## src/btg_params.svh

```systemverilog
// register offsets, field positions and timing counts of the billing tone generator
`ifndef BTG_PARAMS_SVH
`define BTG_PARAMS_SVH

// direct register indices
`define BTG_REG_CONTROL 7'h23
`define BTG_REG_ON_LO 7'h2c
`define BTG_REG_ON_HI 7'h2d
`define BTG_REG_OFF_LO 7'h2e
`define BTG_REG_OFF_HI 7'h2f
`define BTG_REG_IND_DLO 7'h1c
`define BTG_REG_IND_DHI 7'h1d
`define BTG_REG_IND_ADDR 7'h1e
`define BTG_REG_IND_STAT 7'h1f
`define BTG_REG_IRQ_STAT 7'h13
`define BTG_REG_IRQ_EN 7'h16

// indirect register indices
`define BTG_IND_RAMP 8'h17
`define BTG_IND_AMP 8'h18
`define BTG_IND_FREQ 8'h19

// control register fields
`define BTG_CTL_STATE 0
`define BTG_CTL_ACT_EN 1
`define BTG_CTL_INACT_EN 2
`define BTG_CTL_OUT_EN 3

// interrupt status / enable fields
`define BTG_IRQ_ACT 0
`define BTG_IRQ_INACT 1

`define BTG_VOL_MAX 16'h7fff

// timing
`define BTG_CLK_HZ 125000000
`define BTG_CALC_HZ 64000
`define BTG_SAMPLE_HZ 8000
`define BTG_CALC_DIV (`BTG_CLK_HZ / `BTG_CALC_HZ)
`define BTG_CALC_PER_SAMPLE (`BTG_CALC_HZ / `BTG_SAMPLE_HZ)

`endif

```

## src/btg_pkg.sv

```systemverilog
// types of the billing tone generator
`default_nettype none
package btg_pkg;
   typedef enum logic [1:0] {
      BTG_IDLE = 2'b00,
      BTG_ACTIVE = 2'b01,
      BTG_INACTIVE = 2'b11
   } btg_cad_t;

   typedef struct packed {
      logic wr;
      logic rd;
      logic [6:0] addr;
      logic [7:0] wdata;
   } btg_reg_req_t;

   typedef struct packed {
      logic [15:0] freq;
      logic [15:0] amp;
      logic [15:0] ramp;
   } btg_coef_t;
endpackage
`default_nettype wire

```

## src/btg_osc.sv

```systemverilog
// recursive sinusoid oscillator with zero start phase
`default_nettype none
module btg_osc #(
   parameter int W = 16
) (
   input wire logic clk,
   input wire logic srst,
   input wire logic restart,
   input wire logic step,
   input wire logic [W-1:0] coeff,
   input wire logic [W-1:0] amp,
   output logic [W-1:0] sample
);
   logic signed [W-1:0] y1_q, y1_d, y2_q, y2_d;
   logic signed [2*W:0] prod;

   always_comb begin
      prod = 33'(signed'(coeff) * y1_q);
      y1_d = y1_q;
      y2_d = y2_q;
      if (restart) begin
         // zero phase: first sample 0, previous holds -amp
         y1_d = '0;
         y2_d = -signed'(amp);
      end else if (step) begin
         y1_d = W'((prod >>> (W - 2)) - 33'(y2_q));
         y2_d = y1_q;
      end
   end

   always_ff @(posedge clk) begin
      if (srst) begin
         y1_q <= '0;
         y2_q <= '0;
      end else begin
         y1_q <= y1_d;
         y2_q <= y2_d;
      end
   end

   assign sample = y1_q;
endmodule // btg_osc
`default_nettype wire

```

## src/btg_top.sv

```systemverilog
// billing tone generator: registers, cadence timers, envelope and oscillator
`include "btg_params.svh"
`default_nettype none
//Function
// - oscillator uses the recursive sinusoid, updated at 64 kHz
// - oscillator starts at zero phase only on switch-on from zero volume, no phase register
// - active and inactive timers decrement once per 8 kHz sample
// - each timer is 16 bits split over two byte registers
// - linear envelope on every switch-on and switch-off
// - ramp-up adds ramp step to volume every 8 kHz period
// - oscillator sample times volume goes toward the DAC
// - volume rises from zero and saturates at 7fff
// - on switch-off volume falls by ramp step, stopping at zero
// - one byte control register holds state flag and three enables
// - coefficients live in indirect space via direct registers 28 to 31
// - separate interrupt events on active and inactive timer expiry if enabled
// - status bits clear on write one; irq held while any set
module btg_top (
   input wire logic clk,
   input wire logic srst,
   input wire btg_pkg::btg_reg_req_t req,
   output logic [7:0] rdata,
   output logic rvalid,
   output logic [15:0] dac_out,
   output logic dac_valid,
   output logic irq_n
);
   localparam logic [11:0] CALC_DIV = 12'(`BTG_CALC_DIV);
   localparam logic [2:0] SPS = 3'(`BTG_CALC_PER_SAMPLE - 1);

   logic [7:0] ctl_q, ctl_d;
   logic [15:0] on_t_q, on_t_d, off_t_q, off_t_d;
   logic [15:0] ind_data_q, ind_data_d;
   logic [7:0] ind_addr_q, ind_addr_d;
   logic ind_new_q, ind_new_d;
   btg_pkg::btg_coef_t coef_q, coef_d;
   logic [1:0] ist_q, ist_d, ien_q, ien_d;
   logic [7:0] rdata_q, rdata_d;
   logic rvalid_q;
   logic [11:0] div_q, div_d;
   logic [2:0] sub_q, sub_d;
   logic calc_tick, samp_tick;
   btg_pkg::btg_cad_t cad_q, cad_d;
   logic [15:0] cnt_q, cnt_d;
   logic [15:0] vol_q, vol_d;
   logic [15:0] dac_q, dac_d;
   logic dval_q;
   logic irq_n_q;
   logic restart;
   logic [15:0] osc_s;
   logic signed [31:0] mult;
   logic [16:0] vsum;
   logic ev_act, ev_inact;

   // rate dividers: 64 kHz computation and 8 kHz sample
   always_comb begin
      calc_tick = (div_q == CALC_DIV - 12'h001);
      div_d = calc_tick ? 12'h000 : div_q + 12'h001;
      samp_tick = calc_tick && (sub_q == SPS);
      sub_d = calc_tick ? sub_q + 3'h1 : sub_q;
   end

   // register file and indirect window
   always_comb begin
      ctl_d = ctl_q;
      on_t_d = on_t_q;
      off_t_d = off_t_q;
      ind_data_d = ind_data_q;
      ind_addr_d = ind_addr_q;
      ind_new_d = ind_new_q;
      coef_d = coef_q;
      ien_d = ien_q;
      rdata_d = rdata_q;
      if (req.wr) begin
         case (req.addr)
            `BTG_REG_CONTROL: ctl_d[3:1] = req.wdata[3:1];
            `BTG_REG_ON_LO: on_t_d[7:0] = req.wdata;
            `BTG_REG_ON_HI: on_t_d[15:8] = req.wdata;
            `BTG_REG_OFF_LO: off_t_d[7:0] = req.wdata;
            `BTG_REG_OFF_HI: off_t_d[15:8] = req.wdata;
            `BTG_REG_IND_DLO: begin
               ind_data_d[7:0] = req.wdata;
               ind_new_d = 1'b1;
            end
            `BTG_REG_IND_DHI: begin
               ind_data_d[15:8] = req.wdata;
               ind_new_d = 1'b1;
            end
            `BTG_REG_IRQ_EN: ien_d = req.wdata[1:0];
            `BTG_REG_IND_ADDR: begin
               // only a freshly staged word is committed, so setting up a read
               // leaves the coefficient alone
               ind_addr_d = {1'b0, req.wdata[6:0]};
               ind_new_d = 1'b0;
               if (ind_new_q) begin
                  case ({1'b0, req.wdata[6:0]})
                     `BTG_IND_RAMP: coef_d.ramp = ind_data_q;
                     `BTG_IND_AMP: coef_d.amp = ind_data_q;
                     `BTG_IND_FREQ: coef_d.freq = ind_data_q;
                     default: ;
                  endcase
               end
            end
            default: ;
         endcase
      end
      if (req.rd) begin
         case (req.addr)
            `BTG_REG_CONTROL: rdata_d = {4'h0, ctl_q[3:1], cad_q != btg_pkg::BTG_IDLE};
            `BTG_REG_ON_LO: rdata_d = on_t_q[7:0];
            `BTG_REG_ON_HI: rdata_d = on_t_q[15:8];
            `BTG_REG_OFF_LO: rdata_d = off_t_q[7:0];
            `BTG_REG_OFF_HI: rdata_d = off_t_q[15:8];
            `BTG_REG_IND_DLO: rdata_d = ind_data_q[7:0];
            `BTG_REG_IND_DHI: rdata_d = ind_data_q[15:8];
            `BTG_REG_IND_ADDR: rdata_d = ind_addr_q;
            `BTG_REG_IND_STAT: rdata_d = 8'h00;
            `BTG_REG_IRQ_STAT: rdata_d = {6'h00, ist_q};
            `BTG_REG_IRQ_EN: rdata_d = {6'h00, ien_q};
            default: rdata_d = 8'h00;
         endcase
      end
      // a write to the status register fetches the word at the stored index
      if (req.wr && req.addr == `BTG_REG_IND_STAT) begin
         case (ind_addr_q)
            `BTG_IND_RAMP: ind_data_d = coef_q.ramp;
            `BTG_IND_AMP: ind_data_d = coef_q.amp;
            `BTG_IND_FREQ: ind_data_d = coef_q.freq;
            default: ind_data_d = 16'h0000;
         endcase
      end
   end

   // cadence: active time, then inactive time, while the output enable holds
   always_comb begin
      cad_d = cad_q;
      cnt_d = cnt_q;
      ev_act = 1'b0;
      ev_inact = 1'b0;
      restart = 1'b0;
      if (!ctl_q[`BTG_CTL_OUT_EN]) begin
         cad_d = btg_pkg::BTG_IDLE;
      end else begin
         case (cad_q)
            btg_pkg::BTG_IDLE: begin
               cad_d = btg_pkg::BTG_ACTIVE;
               cnt_d = on_t_q;
               restart = (vol_q == 16'h0000);
            end
            btg_pkg::BTG_ACTIVE: if (samp_tick && ctl_q[`BTG_CTL_ACT_EN]) begin
               if (cnt_q == 16'h0000) begin
                  ev_act = 1'b1;
                  cad_d = btg_pkg::BTG_INACTIVE;
                  cnt_d = off_t_q;
               end else begin
                  cnt_d = cnt_q - 16'h0001;
               end
            end
            btg_pkg::BTG_INACTIVE: if (samp_tick && ctl_q[`BTG_CTL_INACT_EN]) begin
               if (cnt_q == 16'h0000) begin
                  ev_inact = 1'b1;
                  cad_d = btg_pkg::BTG_ACTIVE;
                  cnt_d = on_t_q;
               end else begin
                  cnt_d = cnt_q - 16'h0001;
               end
            end
            default: cad_d = btg_pkg::BTG_IDLE;
         endcase
      end
   end

   // volume envelope at 8 kHz
   always_comb begin
      vol_d = vol_q;
      vsum = 17'(vol_q) + 17'(coef_q.ramp);
      if (samp_tick) begin
         if (cad_q == btg_pkg::BTG_ACTIVE) begin
            vol_d = (vsum > 17'(`BTG_VOL_MAX)) ? `BTG_VOL_MAX : vsum[15:0];
         end else begin
            vol_d = (vol_q > coef_q.ramp) ? vol_q - coef_q.ramp : 16'h0000;
         end
      end
   end

   btg_osc #(.W(16)) u_osc (
      .clk(clk),
      .srst(srst),
      .restart(restart),
      .step(calc_tick),
      .coeff(coef_q.freq),
      .amp(coef_q.amp),
      .sample(osc_s)
   );

   // output scaling and interrupts
   always_comb begin
      mult = signed'(osc_s) * signed'({1'b0, vol_q[14:0]});
      dac_d = dac_q;
      if (calc_tick) begin
         dac_d = mult[30:15];
      end
      ist_d = ist_q;
      if (req.wr && req.addr == `BTG_REG_IRQ_STAT) begin
         ist_d = ist_q & ~req.wdata[1:0];
      end
      if (ev_act && ien_q[`BTG_IRQ_ACT]) begin
         ist_d[`BTG_IRQ_ACT] = 1'b1;
      end
      if (ev_inact && ien_q[`BTG_IRQ_INACT]) begin
         ist_d[`BTG_IRQ_INACT] = 1'b1;
      end
   end

   always_ff @(posedge clk) begin
      if (srst) begin
         ctl_q <= 8'h00;
         on_t_q <= 16'h0000;
         off_t_q <= 16'h0000;
         ind_data_q <= 16'h0000;
         ind_addr_q <= 8'h00;
         ind_new_q <= 1'b0;
         coef_q <= '0;
         ien_q <= 2'h0;
         ist_q <= 2'h0;
         rdata_q <= 8'h00;
         rvalid_q <= 1'b0;
         div_q <= 12'h000;
         sub_q <= 3'h0;
         cad_q <= btg_pkg::BTG_IDLE;
         cnt_q <= 16'h0000;
         vol_q <= 16'h0000;
         dac_q <= 16'h0000;
         dval_q <= 1'b0;
         irq_n_q <= 1'b1;
      end else begin
         ctl_q <= ctl_d;
         on_t_q <= on_t_d;
         off_t_q <= off_t_d;
         ind_data_q <= ind_data_d;
         ind_addr_q <= ind_addr_d;
         ind_new_q <= ind_new_d;
         coef_q <= coef_d;
         ien_q <= ien_d;
         ist_q <= ist_d;
         rdata_q <= rdata_d;
         rvalid_q <= req.rd;
         div_q <= div_d;
         sub_q <= sub_d;
         cad_q <= cad_d;
         cnt_q <= cnt_d;
         vol_q <= vol_d;
         dac_q <= dac_d;
         dval_q <= calc_tick;
         irq_n_q <= ~(|ist_d);
      end
   end

   assign rdata = rdata_q;
   assign rvalid = rvalid_q;
   assign dac_out = dac_q;
   assign dac_valid = dval_q;
   assign irq_n = irq_n_q;

   property p_vol_cap;
      @(posedge clk) disable iff (srst) vol_q <= `BTG_VOL_MAX;
   endproperty
   a_vol_cap: assert property (p_vol_cap) else $error("volume above ceiling");

   property p_off_fall;
      @(posedge clk) disable iff (srst)
         (samp_tick && cad_q != btg_pkg::BTG_ACTIVE && vol_q != 16'h0000
         && coef_q.ramp != 16'h0000) |=> vol_q < $past(vol_q);
   endproperty
   a_off_fall: assert property (p_off_fall) else $error("volume not falling");

   property p_vol_slow;
      @(posedge clk) disable iff (srst) !samp_tick |=> $stable(vol_q);
   endproperty
   a_vol_slow: assert property (p_vol_slow) else $error("volume moved off sample");

   property p_cnt_slow;
      @(posedge clk) disable iff (srst)
         (!samp_tick && cad_q == $past(cad_q) && cad_q != btg_pkg::BTG_IDLE) |=> $stable(cnt_q);
   endproperty
   a_cnt_slow: assert property (p_cnt_slow) else $error("timer moved off sample");

   property p_irq_act;
      @(posedge clk) disable iff (srst) (ev_act && ien_q[0]) |=> ist_q[0] && !irq_n;
   endproperty
   a_irq_act: assert property (p_irq_act) else $error("active expiry lost");

   property p_irq_dis;
      @(posedge clk) disable iff (srst) (ev_inact && !ien_q[1] && !ist_q[1]
         && !(req.wr && req.addr == `BTG_REG_IRQ_STAT)) |=> !ist_q[1];
   endproperty
   a_irq_dis: assert property (p_irq_dis) else $error("disabled event latched");

   property p_irq_hold;
      @(posedge clk) disable iff (srst) (ist_q != 2'h0 && !req.wr) |=> ist_q != 2'h0 && !irq_n;
   endproperty
   a_irq_hold: assert property (p_irq_hold) else $error("status dropped");

   property p_restart;
      @(posedge clk) disable iff (srst) restart |=> osc_s == 16'h0000;
   endproperty
   a_restart: assert property (p_restart) else $error("phase not zero");

   property p_ctl_read;
      @(posedge clk) disable iff (srst)
         (req.rd && req.addr == `BTG_REG_CONTROL) |=> rvalid && rdata[7:4] == 4'h0;
   endproperty
   a_ctl_read: assert property (p_ctl_read) else $error("bad control read");

   c_ramp_top: cover property (@(posedge clk) vol_q == `BTG_VOL_MAX);
   c_act_exp: cover property (@(posedge clk) ev_act);
   c_inact_exp: cover property (@(posedge clk) ev_inact);
   c_irq: cover property (@(posedge clk) !irq_n);
endmodule // btg_top
`default_nettype wire

```

## config.mk

```make
export PLATFORM = sky130hd
export DESIGN_NAME = btg_top
export DESIGN_NICKNAME = d
export VERILOG_FILES = /design/src/btg_pkg.sv /design/src/btg_osc.sv /design/src/btg_top.sv
export VERILOG_INCLUDE_DIRS = /design/src
export SDC_FILE = /design/constraint.sdc
export NUM_CORES = 2
export LEC_CHECK = 0
export ABC_AREA = 1
export ABC_CLOCK_PERIOD_IN_PS = 7520
export BUFFER_PORTS_ARGS = -buffer_cell sky130_fd_sc_hd__buf_4
export CAP_MARGIN = 20
export CELL_PAD_IN_SITES_DETAIL_PLACEMENT = 0
export CELL_PAD_IN_SITES_GLOBAL_PLACEMENT = 1
export CORE_MARGIN = 2
export CORE_UTILIZATION = 45
export DETAILED_ROUTE_END_ITERATION = 7
export PLACE_DENSITY_LB_ADDON = 0.1
export SLEW_MARGIN = 20
export SYNTH_ARGS = -nofsm -noshare
export SYNTH_HDL_FRONTEND = slang
export SYNTH_SLANG_ARGS = --single-unit
```

## constraint.sdc

```tcl
create_clock -name clk -period 7.52 [get_ports clk]
set_input_delay 0.752 -clock clk [delete_from_list [all_inputs] [get_ports clk]]
set_output_delay 0.752 -clock clk [all_outputs]
set_load 0.01 [all_outputs]
```

==> summary.md <==
| Metric | Value |
|---|---|
| Final Routed Wirelength | `99400 um` |
| Initial antenna violation count | `0` |
| Clock Pin Slew Worst Setup and Hold Paths | `60 ps` |
| CP required | `8060 ps` |
| Die H | `273 um` |
| Top post-synthesis cells by area | `fa_1, dfxtp_1, inv_1` |
| Row count | `98` |
| Worst Skew | `36.1 ps` |
| DP Area | `33900 um2` |
| Number of port buffers | `45` |
| Final ANT Viol Nets | `0` |
| Final instance area | `35000 um2` |
| Clock Latency Late Sink | `640 ps` |
| Startpoint class of the critical path | `register` |
| N_diodes | `0` |
| Hpwl dp | `80400 um` |
| Seq cells post-synth | `219` |
| Final setup violation count | `0` |
| DRC violation total after the first TritonRoute iteration | `2079` |
| Via count | `27700` |
| Status | `completed` |
| Starting Density | `0.455` |
| Worst VDD drop | `0.192 mV` |
| DRC viols | `0` |
| CTS tree | `built` |
| Placer Congestion | `0.923` |
| Dominant synthesized flop cell | `dfxtp_1` |
| Yosys warns | `0` |
| Grt ovf | `0` |
| Pwr/cell area | `80.2 nW/um2` |
| DIE WIDTH | `273 um` |
| Crit path time final | `7080 ps` |
| Critical Path Fanout Max | `11` |
| Commonest cells after routing, fill and taps aside | `inv_1, nand2_1, fa_1, a21oi_1, o21ai_0` |
| Commonest non-fill, non-tap cell in the layout | `inv_1` |
| Fraction of layout cells with a size suffix above 1 | `0.0610` |
| Top-area cell type share of the netlist area | `0.302` |
| Fin. Hold Viols | `0` |
| Syn Inst Count | `4482` |
| Final TNS setup | `0 ps` |
| Total GRT Usage | `0.273` |
| Die area | `74400 um2` |
| CP peak stage delay | `600 ps` |
| Final Non-Filler Cells | `5426` |
| CTS Buf Count | `31` |
| Netlist cell types | `61` |
| Placed Instances | `5367` |
| CTS Buffer Depth | `3` |
| WHS Path Cells | `3` |
| Avg WL per Cell | `18.3 um` |
| Slew headroom | `0.282` |
| Worst Reg-to-Reg Cells | `30` |
| Mapped Area | `32500 um2` |
| RSZ-0062 raised after global routing | `no` |
| Area Growth Syn to Fin | `7.79%` |
| Worst Tran Pin Value | `1080 ps` |
| Vias in the first global route | `28200` |
| First drt pass iteration count | `6` |
| Post-synth EDFFs | `0` |
| DR vias/cell | `5.11` |
| Syn Area/Cell | `7.25 um2` |
| Critical-path cell with the highest stage delay | `fa_1` |
| Largest net degree at the start of global routing | `103` |
| H-Tree Depth | `1` |
| Fin nets | `5168` |
| CP arrival | `7610 ps` |
| Hold WS | `436 ps` |
| Final period utilization | `0.941` |
| Fin util | `0.490` |
| Max_cap viols | `0` |
| Ports | `46` |
| Largest area contributor in the netlist | `fa_1` |
| Fin. max-slew vios | `0` |
| Post-synthesis sequential area ratio | `0.135` |
| Hold Crit Class | `in -> reg` |
| CTS Root Cell | `clkbuf_16` |
| Leak Pwr | `18.4 nW` |
| Core Area | `71500 um2` |
| Post-synth ARST share | `0` |
| Crit path top cell by count | `nand2_1` |
| CTS sink cnt | `219` |
| CP endpoint kind | `register` |
| F_max | `141 MHz` |
| First-pass GRT wire length | `160000 um` |
| Synth Net Count | `5197` |
| CP Class | `reg -> reg` |
-- area by class of cell --
cell class | instances | area [um2]
Clock inverter | 15 | 183
Clock buffer | 41 | 863
Sequential cell | 219 | 4410
Timing Repair Buffer | 133 | 1050
Fill cell | 7390 | 36500
Inverter | 1143 | 4300
Multi-Input combinational cell | 2925 | 23000
Tap cell | 950 | 1190
-- cell families after synthesis --
group,after synthesis,share of synthesized area
buffers and inverters,1338,0.157
adder cells (fa/ha/maj),696,0.381
AO/OA/AOI/OAI,685,0.121
XOR/XNOR,77,0.0210
AND/OR/NAND/NOR,1467,0.185
flip-flops,219,0.135
-- power by group --
| group | total [mW] | switching [mW] | internal (mW) |
|---|---|---|---|
| Sequential | 1.17 | 0.00316 | 1.16 |
| Combinational | 0.0969 | 0.0726 | 0.0243 |
| Clock | 1.55 | 0.636 | 0.909 |
-- sequential cells by signal, indices dropped and copies added, names as in the netlist, 3 cells and up --
name,flops
div_q,12
vol_q,16
ind_data_q,16
u_osc.sample,16
dac_out,16
ind_addr_q,7
sub_q,3
on_t_q,16
cnt_q,16
rdata,8
ctl_q,3
off_t_q,16
coef_q,48
u_osc.y2_q,16
-- critical path, delay by kind of cell, from the launching register on --
kind                       cells  cell delay [ps]
and+or+nand+nor               11             1110
DFF                            1              580
adders and majority gates      8             3730
xor gates and xnor gates       1              160
AOI/OAI and AO/OA              4              830
buffers and inverters          6              550
-- worst paths after layout --
path,startpoint,endpoint,slack [ps]
worst max register to register,u_osc.sample[9],u_osc.sample[13],440
worst max-delay path,u_osc.sample[9],u_osc.sample[13],440
worst min register to register,dac_out[15],dac_out[15],450
worst min-delay path,req[15],rdata[0],440
-- stage by stage --
stage,setup slack (ps),total power [mW]
after floorplan,718,1.25
after global placement,296,1.29
after detailed placement,276,1.29
after CTS,233,2.84
after global routing,2.48,2.90
final,442,2.81
-- repair_timing --
action	4_1_cts	5_1_grt
hold buffers	0	0
setup buffers	0	3
endpoints found under the setup margin	0	7
resized for setup	0	26
-- routing by layer --
layer,up-vias,global-route usage,wire [um]
met2,736,0.421,43000
li1,13400,-,-
met4,0,0.0654,2380
met1,13400,0.398,47400
met5,-,0,0
met3,139,0.0461,6630
-- synth_stat cells, types with 15 or more instances --
| master | count |
|---|---|
| o21ai_0 | 243 |
| buf_2 | 16 |
| clkbuf_1 | 160 |
| ha_1 | 206 |
| inv_1 | 1131 |
| xnor2_1 | 21 |
| nor2_1 | 223 |
| a21oi_1 | 265 |
| nand4_1 | 29 |
| fa_1 | 490 |
| nand2_1 | 991 |
| dfxtp_1 | 219 |
| o211ai_1 | 18 |
| nand3_1 | 139 |
| o22ai_1 | 26 |
| a21oi_2 | 15 |
| xor2_1 | 55 |
| nor3_1 | 39 |
| a31oi_1 | 26 |
| o21a_1 | 16 |
No activity file was read; power rests on OpenSTA's default activity.
